## src/ttp_fifo.sv

```systemverilog
// Shared constants for the tiered translator packet logic, and its output FIFO
`timescale 1ns/1ps
`default_nettype none

package ttp_pkg;
    localparam logic [7:0] SYNC_BYTE    = 8'h47;
    localparam logic [7:0] SYNC_INV     = 8'hB8;
    localparam logic [7:0] BLANK_BYTE   = 8'hFF;
    localparam logic [12:0] NTP_PID     = 13'h1F_FB;
    localparam logic [7:0] TIER_MAX     = 8'h1F;
    localparam logic [9:0] PKT_NUM_MAX  = 10'h26F;
    localparam logic [9:0] PKT_NUM_ZERO = 10'h000;
    localparam logic [7:0] IDX_SYNC     = 8'h00;
    localparam logic [7:0] IDX_PID_HI   = 8'h01;
    localparam logic [7:0] IDX_PID_LO   = 8'h02;
    localparam logic [7:0] IDX_TIER     = 8'h04;
    localparam logic [7:0] IDX_PNUM_HI  = 8'h05;
    localparam logic [7:0] IDX_PNUM_LO  = 8'h06;
    localparam logic [7:0] IDX_TIME_HI  = 8'h07;
    localparam logic [7:0] IDX_TIME_LO  = 8'h08;
    localparam logic [7:0] IDX_CODE_A   = 8'h09;
    localparam logic [7:0] IDX_CODE_B   = 8'h0A;
    localparam logic [7:0] IDX_LAST     = 8'hBB;
    localparam int         TEF_BIT      = 7;
    localparam logic [3:0] RSV_DEFAULT  = 4'h0;
    localparam int         FIFO_DEPTH   = 4;
    localparam int         FIFO_WIDTH   = 9;
    typedef enum logic [2:0] {
        MODE_PASS  = 3'b001,
        MODE_ADAPT = 3'b010,
        MODE_XLAT  = 3'b100
    } ttp_mode_t;
    typedef enum logic [1:0] {
        ST_HUNT = 2'b01,
        ST_PKT  = 2'b10
    } ttp_state_t;
endpackage

module ttp_fifo #(
    parameter int WIDTH = 9,
    parameter int DEPTH = 4
) (
    input  wire logic             ref_clk_i,
    input  wire logic             rst_n_i,
    input  wire logic [WIDTH-1:0] in_data_i,
    input  wire logic             in_valid_i,
    output logic                  in_ready_o,
    output logic      [WIDTH-1:0] out_data_o,
    output logic                  out_valid_o,
    input  wire logic             out_ready_i
);
    localparam int AW = (DEPTH > 1) ? $clog2(DEPTH) : 1;
    localparam logic [AW:0] CNT_FULL = (AW+1)'(DEPTH);
    localparam logic [AW-1:0] PTR_LAST = AW'(DEPTH - 1);

    logic [WIDTH-1:0] mem_ff [DEPTH];
    logic [AW-1:0]    wr_ptr_ff;
    logic [AW-1:0]    rd_ptr_ff;
    logic [AW:0]      cnt_ff;
    logic             push;
    logic             pop;

    assign in_ready_o  = (cnt_ff != CNT_FULL);
    assign out_valid_o = (cnt_ff != '0);
    assign push        = in_valid_i && in_ready_o;
    assign pop         = out_valid_o && out_ready_i;
    assign out_data_o  = mem_ff[rd_ptr_ff];

    always_ff @(posedge ref_clk_i) begin
        if (push) begin
            mem_ff[wr_ptr_ff] <= in_data_i;
        end
    end

    always_ff @(posedge ref_clk_i) begin
        if (!rst_n_i) begin
            wr_ptr_ff <= '0;
            rd_ptr_ff <= '0;
            cnt_ff    <= '0;
        end else begin
            if (push) begin
                wr_ptr_ff <= (wr_ptr_ff == PTR_LAST) ? '0 : wr_ptr_ff + 1'b1;
            end
            if (pop) begin
                rd_ptr_ff <= (rd_ptr_ff == PTR_LAST) ? '0 : rd_ptr_ff + 1'b1;
            end
            cnt_ff <= cnt_ff + (AW+1)'(push) - (AW+1)'(pop);
        end
    end
endmodule

`default_nettype wire

```

## src/ttp_core.sv

```systemverilog
// Tiered translator packet processor: adapter, translator and pass modes
`timescale 1ns/1ps
`default_nettype none

module ttp_core
    import ttp_pkg::*;
(
    input  wire logic       ref_clk_i,
    input  wire logic       rst_n_i,
    input  wire logic [2:0] mode_i,
    input  wire logic [7:0] cfg_tier_i,
    input  wire logic [15:0] cfg_offset_i,
    input  wire logic       side_bit_i,
    input  wire logic       enhanced_i,
    input  wire logic [3:0] rsv_in_i,
    input  wire logic [7:0] in_data_i,
    input  wire logic       in_sop_i,
    input  wire logic       in_valid_i,
    output logic            in_ready_o,
    output logic [7:0]      out_data_o,
    output logic            out_sop_o,
    output logic            out_valid_o,
    input  wire logic       out_ready_i,
    output logic            frame_sync_o,
    output logic [15:0]     timing_word_o,
    output logic [9:0]      pkt_num_o,
    output logic [3:0]      rsv_bits_o
);
    // ****************************************
    // Helpers
    // ****************************************
    function automatic logic [9:0] pnum_next(input logic [9:0] n);
        return (n >= PKT_NUM_MAX) ? PKT_NUM_ZERO : n + 10'h001;
    endfunction

    function automatic logic [7:0] code_byte(input logic [7:0] acc,
                                             input logic [7:0] tier,
                                             input logic       second);
        return second ? (acc ^ tier) : acc;
    endfunction

    // ****************************************
    // Declarations
    // ****************************************
    ttp_mode_t   mode;
    ttp_state_t  state_ff;
    logic [7:0]  idx_ff;
    logic [7:0]  cur_idx;
    logic        take;
    logic        pkt_byte;
    logic [4:0]  pid_hi_ff;
    logic        is_ntp_ff;
    logic        hit_ff;
    logic        keep_ff;
    logic [7:0]  tier_ff;
    logic [1:0]  pnum_hi_ff;
    logic [9:0]  rx_pnum_ff;
    logic        load_ff;
    logic [7:0]  time_hi_ff;
    logic [7:0]  code_acc_ff;
    logic [9:0]  pkt_num_ff;
    logic [9:0]  nxt_pkt_num;
    logic [7:0]  nxt_byte;
    logic        fifo_ready;

    always_comb begin
        unique case (mode_i)
            MODE_ADAPT: mode = MODE_ADAPT;
            MODE_XLAT:  mode = MODE_XLAT;
            default:    mode = MODE_PASS;
        endcase
    end

    assign in_ready_o = fifo_ready;
    assign take       = in_valid_i && fifo_ready;
    assign cur_idx    = in_sop_i ? IDX_SYNC : idx_ff;
    assign pkt_byte   = in_sop_i || (state_ff == ST_PKT);
    assign pkt_num_o  = pkt_num_ff;

    // ****************************************
    // Packet framing
    // ****************************************
    always_ff @(posedge ref_clk_i) begin
        if (!rst_n_i) begin
            state_ff <= ST_HUNT;
            idx_ff   <= IDX_SYNC;
        end else if (take) begin
            unique case (state_ff)
                ST_HUNT: begin
                    if (in_sop_i) begin
                        state_ff <= ST_PKT;
                        idx_ff   <= IDX_PID_HI;
                    end
                end
                ST_PKT: begin
                    if (in_sop_i) begin
                        idx_ff <= IDX_PID_HI;
                    end else if (idx_ff == IDX_LAST) begin
                        state_ff <= ST_HUNT;
                    end else begin
                        idx_ff <= idx_ff + 8'h01;
                    end
                end
            endcase
        end
    end

    // ****************************************
    // Header and timing packet field capture
    // ****************************************
    always_ff @(posedge ref_clk_i) begin
        if (!rst_n_i) begin
            pid_hi_ff <= '0;
            is_ntp_ff <= 1'b0;
        end else if (take && pkt_byte) begin
            if (cur_idx == IDX_SYNC) begin
                is_ntp_ff <= 1'b0;
            end
            if (cur_idx == IDX_PID_HI) begin
                pid_hi_ff <= in_data_i[4:0];
            end
            if (cur_idx == IDX_PID_LO) begin
                is_ntp_ff <= ({pid_hi_ff, in_data_i} == NTP_PID);
            end
        end
    end

    always_ff @(posedge ref_clk_i) begin
        if (!rst_n_i) begin
            tier_ff <= '0;
            hit_ff  <= 1'b0;
            keep_ff <= 1'b0;
        end else if (take && pkt_byte) begin
            if (cur_idx == IDX_SYNC) begin
                hit_ff  <= 1'b0;
                keep_ff <= 1'b0;
            end
            if (cur_idx == IDX_TIER && is_ntp_ff) begin
                tier_ff <= in_data_i;
                hit_ff  <= (in_data_i == cfg_tier_i);
                keep_ff <= (in_data_i <= cfg_tier_i) && (in_data_i <= TIER_MAX);
            end
        end
    end

    // ****************************************
    // Translator timing recovery
    // ****************************************
    always_ff @(posedge ref_clk_i) begin
        if (!rst_n_i) begin
            pnum_hi_ff    <= '0;
            rx_pnum_ff    <= PKT_NUM_ZERO;
            load_ff       <= 1'b0;
            time_hi_ff    <= '0;
            timing_word_o <= '0;
        end else if (take && pkt_byte) begin
            if (cur_idx == IDX_SYNC) begin
                load_ff <= 1'b0;
            end
            if (mode == MODE_XLAT && is_ntp_ff && hit_ff) begin
                if (cur_idx == IDX_PNUM_HI) begin
                    pnum_hi_ff <= in_data_i[1:0];
                end
                if (cur_idx == IDX_PNUM_LO && {pnum_hi_ff, in_data_i} <= PKT_NUM_MAX) begin
                    rx_pnum_ff <= {pnum_hi_ff, in_data_i};
                    load_ff    <= 1'b1;
                end
                if (cur_idx == IDX_TIME_HI) begin
                    time_hi_ff <= in_data_i;
                end
                if (cur_idx == IDX_TIME_LO) begin
                    timing_word_o <= {time_hi_ff, in_data_i};
                end
            end
        end
    end

    // Packet counter; a translator re-phases it from the addressed timing packet
    always_comb begin
        nxt_pkt_num = pnum_next(pkt_num_ff);
        if (mode == MODE_XLAT && load_ff) begin
            nxt_pkt_num = pnum_next(rx_pnum_ff);
        end
    end

    always_ff @(posedge ref_clk_i) begin
        if (!rst_n_i) begin
            pkt_num_ff   <= PKT_NUM_MAX;
            frame_sync_o <= 1'b0;
        end else begin
            frame_sync_o <= 1'b0;
            if (take && in_sop_i) begin
                pkt_num_ff   <= nxt_pkt_num;
                frame_sync_o <= (mode == MODE_XLAT) && (nxt_pkt_num == PKT_NUM_ZERO);
            end
        end
    end

    always_ff @(posedge ref_clk_i) begin
        if (!rst_n_i) begin
            rsv_bits_o <= RSV_DEFAULT;
        end else begin
            rsv_bits_o <= enhanced_i ? rsv_in_i : RSV_DEFAULT;
        end
    end

    // ****************************************
    // Adapter coding model accumulator
    // ****************************************
    always_ff @(posedge ref_clk_i) begin
        if (!rst_n_i) begin
            code_acc_ff <= '0;
        end else if (take && pkt_byte) begin
            if (cur_idx == IDX_SYNC) begin
                code_acc_ff <= '0;
            end else if (cur_idx >= IDX_TIER && cur_idx < IDX_CODE_A) begin
                code_acc_ff <= code_acc_ff ^ nxt_byte;
            end
        end
    end

    // ****************************************
    // Byte rewrite
    // ****************************************
    always_comb begin
        nxt_byte = in_data_i;
        if (pkt_byte) begin
            unique case (mode)
                MODE_ADAPT: begin
                    if (cur_idx == IDX_SYNC && nxt_pkt_num == PKT_NUM_ZERO) begin
                        nxt_byte = SYNC_INV;
                    end else if (cur_idx == IDX_PID_HI) begin
                        nxt_byte[TEF_BIT] = side_bit_i;
                    end else if (is_ntp_ff && cur_idx > IDX_TIER) begin
                        if (!keep_ff) begin
                            nxt_byte = BLANK_BYTE;
                        end else if (cur_idx == IDX_PNUM_HI) begin
                            nxt_byte = {6'h00, pkt_num_ff[9:8]};
                        end else if (cur_idx == IDX_PNUM_LO) begin
                            nxt_byte = pkt_num_ff[7:0];
                        end else if (cur_idx == IDX_TIME_HI) begin
                            nxt_byte = cfg_offset_i[15:8];
                        end else if (cur_idx == IDX_TIME_LO) begin
                            nxt_byte = cfg_offset_i[7:0];
                        end else if (cur_idx == IDX_CODE_A || cur_idx == IDX_CODE_B) begin
                            nxt_byte = code_byte(code_acc_ff, tier_ff, cur_idx == IDX_CODE_B);
                        end
                    end
                end
                MODE_XLAT: begin
                    if (cur_idx == IDX_SYNC) begin
                        nxt_byte = SYNC_BYTE;
                    end else if (cur_idx == IDX_PID_HI) begin
                        nxt_byte[TEF_BIT] = 1'b0;
                    end
                end
                MODE_PASS: begin
                    nxt_byte = in_data_i;
                end
            endcase
        end
    end

    ttp_fifo #(
        .WIDTH (FIFO_WIDTH),
        .DEPTH (FIFO_DEPTH)
    ) u_fifo (
        .ref_clk_i   (ref_clk_i),
        .rst_n_i     (rst_n_i),
        .in_data_i   ({in_sop_i, nxt_byte}),
        .in_valid_i  (in_valid_i),
        .in_ready_o  (fifo_ready),
        .out_data_o  ({out_sop_o, out_data_o}),
        .out_valid_o (out_valid_o),
        .out_ready_i (out_ready_i)
    );
endmodule

`default_nettype wire

```

## config.mk

```make
export PLATFORM = sky130hd
export DESIGN_NAME = ttp_core
export DESIGN_NICKNAME = d
export VERILOG_FILES = /design/src/ttp_fifo.sv /design/src/ttp_core.sv
export SDC_FILE = /design/constraint.sdc
export NUM_CORES = 1
export LEC_CHECK = 0
export CORE_UTILIZATION = 49
export CTS_CLUSTER_SIZE = 10
export DETAILED_ROUTE_END_ITERATION = 10
export DONT_BUFFER_PORTS = 1
export SLEW_MARGIN = 20
export SYNTH_ARGS = -nofsm -noshare
export SYNTH_HDL_FRONTEND = slang
export SYNTH_HIERARCHICAL = 1
export SYNTH_SLANG_ARGS = --single-unit
```

## constraint.sdc

```tcl
create_clock -name ref_clk_i -period 3.7 [get_ports ref_clk_i]
set_input_delay 0 -clock ref_clk_i [delete_from_list [all_inputs] [get_ports ref_clk_i]]
set_output_delay 0 -clock ref_clk_i [all_outputs]
set_load 0.05 [all_outputs]
```

==> flow_metrics.py <==
metrics = {
    "power_and_ir_drop": {
        "p_per_area_nw_per_um2": 542,
        "power.total_w": 0.00452,
        "p_leak_nw": 3.00,
        "vdd_drop_max_v": 0.000329,
    },
    "placed_design": {
        "hpwl_mm": 15.1,
        "io_buffers": 0,
        "dpl.cell_count": 965,
        "gp_congestion": 0.884,
    },
    "synthesis": {
        "synth_edf_count": 36,
        "yosysWarnings": 6,
        "ys.flop_type": "dfxtp_1",
        "syn_avg_cell_area_um2": 9.00,
        "synth_area_um2": 7350,
        "yosysSeqAreaShare": 0.406,
        "synth-async-reset-ratio": 0,
        "synth.distinct_cells": 87,
        "synth_cells": 817,
        "synth-seq-cells": 131,
        "synth_fp_nets": 882,
    },
    "clock_tree": {
        "root_buffer": "clkbuf_16",
        "clockBufferDepth": 2,
        "clk_pin_slew_worst_paths_ns": 0.06,
        "post_cts_buffers": 0,
        "htreeDepth": 4,
        "cts_tree": "yes",
        "insertion_delay_ns": 0.42,
        "cts_buffers": 17,
        "clock-sinks": 131,
    },
    "detailed_routing": {
        "drtIter0Drc": 454,
        "viasPerCell": 6.17,
        "ant_nets": 0,
        "drc": 0,
        "post_drt_wl_per_cell_um": 21.5,
        "drt_wl_total_mm": 21.9,
        "firstDrtPassIters": 7,
        "vias": 6271,
    },
    "global_route": {
        "antenna_found_initial": 0,
        "grt_pass1_wl_mm": 34.4,
        "first_global_vias": 6054,
        "globalRouteTotalUtil": 0.290,
        "grt_overflow_total": 0,
        "grt_start_max_net_pins": 84,
    },
    "setup_path": {
        "crit_path_end_kind": "flip-flop",
        "reg2regPathDepth": 8,
        "slowest_stage": "or4_1",
        "cp.required_ns": 3.97,
        "cp_cell_sequence": "or4_1 > buf_4 > nor3_2 > a221oi_1 > nor3_1 > a211oi_1 > o41ai_1 > o211a_1",
        "start_kind": "flip-flop",
        "critPathMaxStageDelay_ns": 0.77,
        "cp_max_fo": 10,
        "criticalPathCategory": "reg2reg",
        "arrival_ns": 3.43,
    },
    "layout": {
        "drive_above_1_share": 0.107,
        "nNetsFinal": 886,
        "layout.cells.non_filler": 1017,
        "area_delta_synth_final_pct": 13.5,
        "mostFrequentLayoutCells": "nand2_1, dfxtp_1, nor2_1",
        "n_fill_cell": 1272,
        "diodes": 0,
        "final_common_cell": "nand2_1",
    },
    "sta": {
        "finalCritPeriodShare": 0.856,
        "clock_skew_ns": 0.00767,
        "clock.fmax_mhz": 316,
        "fin_crit_ns": 3.17,
        "tightest_slew_ns": 0.903,
        "slew_viol_final": 0,
        "relSlewSlack": 0.382,
        "setup_viol": 0,
        "hold_viol_final": 0,
        "finalSetupTns_ns": 0,
        "rsz0062_at_grt": "no",
    },
    "floorplanning": {
        "die_w_um": 124,
        "core_area_um2": 14600,
        "dieArea_um2": 15500,
        "initial_core_util": 0.504,
        "die_h_um": 124,
        "rows": 44,
        "pin_count": 88,
    },
    "job": {
        "max_cap_viol_count": 0,
    },
    "min_path": {
        "min_path_type": "in2reg",
        "holdPathStages": 6,
    },
    "outcome": {
        "outcome": "completed",
    },
}
Yosys cell counts (9+ instances only):
cell	n	area (um^2)
nand2_1	107	402
dfxtp_1	95	1900
nor2_1	53	199
clkbuf_1	43	161
edfxtp_1	36	1080
inv_1	35	131
o21ai_0	34	170
nor2b_1	31	194
a21oi_1	30	150
a21boi_0	28	210
nand3_1	26	130
mux2i_1	25	250
ha_1	18	225
xor2_1	16	140
nand4_1	13	81.3
and3_1	11	68.8
xnor2_1	11	96.3
nand2b_1	10	62.6
nor3_1	10	50.1
a22oi_1	9	67.6
mux4_2	9	203
o21a_1	9	67.6
metal layers:
layer | routed length, um | track usage | part of all wire | vias up
met5 | 0 | 0 | 0 | -
met4 | 646 | 0.120 | 0.030 | 0
met3 | 1500 | 0.0631 | 0.069 | 40
met2 | 10400 | 0.468 | 0.47 | 273
met1 | 9360 | 0.374 | 0.43 | 2980
li1 | - | - | - | 2978
sequential cells by signal, indices dropped and copies added, names as in the netlist, 3 cells and up, named ones only:
signal	flops
idx_ff	8
rsv_bits_o	4
time_hi_ff	8
u_fifo/cnt_ff	3
u_fifo/mem_ff	36
rx_pnum_ff	10
code_acc_ff	8
pkt_num_o	10
tier_ff	8
pid_hi_ff	5
timing_word_o	16
layout make-up:
type / count / area (um^2) / area share
repair buffers: 40 / 370 / 0.0444
flip-flops and latches: 131 / 2980 / 0.358
clock inverters: 11 / 149 / 0.0178
inverters: 35 / 131 / 0.0157
clock buffers: 20 / 479 / 0.0574
multi-input cells: 596 / 4000 / 0.479
well taps: 184 / 230 / 0.0276
per-stage QoR:
| step | hold WS [ns] | utilization | instance area, um^2 | setup WS [ns] |
|---|---|---|---|---|
| after floorplan | 0.0989 | - | 7350 | 0.729 |
| after global placement | 0.0680 | 0.513 | 7490 | 0.647 |
| after detailed placement | 0.0765 | 0.513 | 7490 | 0.612 |
| after CTS | 0.00554 | 0.572 | 8340 | 0.556 |
| after global routing | 0.0202 | 0.572 | 8340 | 0.329 |
| final | 0.0122 | 0.572 | 8340 | 0.534 |
critical path: cells and delay by family (launching register included):
kind	cells	cell delay (ns)
AO/OA/AOI/OAI	4	0.95
flip-flops	1	0.37
buffers and inverters	1	0.27
AND/OR/NAND/NOR	3	1.40
report_power, final:
part           switching (W)  internal [W]  total, W
Sequential          0.000139       0.00159   0.00173
Combinational       0.000662      0.000354   0.00102
Clock               0.000641       0.00114   0.00178
Total                0.00144       0.00308   0.00452
repair_timing:
action / 4_1_cts / 5_1_grt
hold buffers: 21 / 0
hold endpoints to repair: 109 / 0
resized for setup: 0 / 0
cell families (layout without fill, tap and decap cells):
| logic type | after synthesis | in the layout | share of synthesized area |
|---|---|---|---|
| compound gates | 198 | 198 | 0.192 |
| xor+xnor | 27 | 27 | 0.0322 |
| fa+ha+maj | 19 | 19 | 0.0334 |
| buf+inv | 90 | 106 | 0.0502 |
| flops | 131 | 131 | 0.406 |
| mux | 35 | 35 | 0.0631 |
| simple gates | 317 | 317 | 0.223 |
path summary, 6_finish.rpt:
check / start / endpoint / slack, ns
min reg2reg: time_hi_ff[2]$_SDFFE_PN0P_ / timing_word_o[10]$_SDFFE_PN0P_ / 0.46
min: in_data_i[3] / is_ntp_ff$_SDFFE_PN0P_ / 0.01
max: idx_ff[4]$_SDFFE_PN0P_ / u_fifo/mem_ff[3][6]$_DFFE_PP_ / 0.53
max reg2reg: idx_ff[4]$_SDFFE_PN0P_ / u_fifo/mem_ff[3][6]$_DFFE_PP_ / 0.53
No activity file was read; power rests on OpenSTA's default activity.
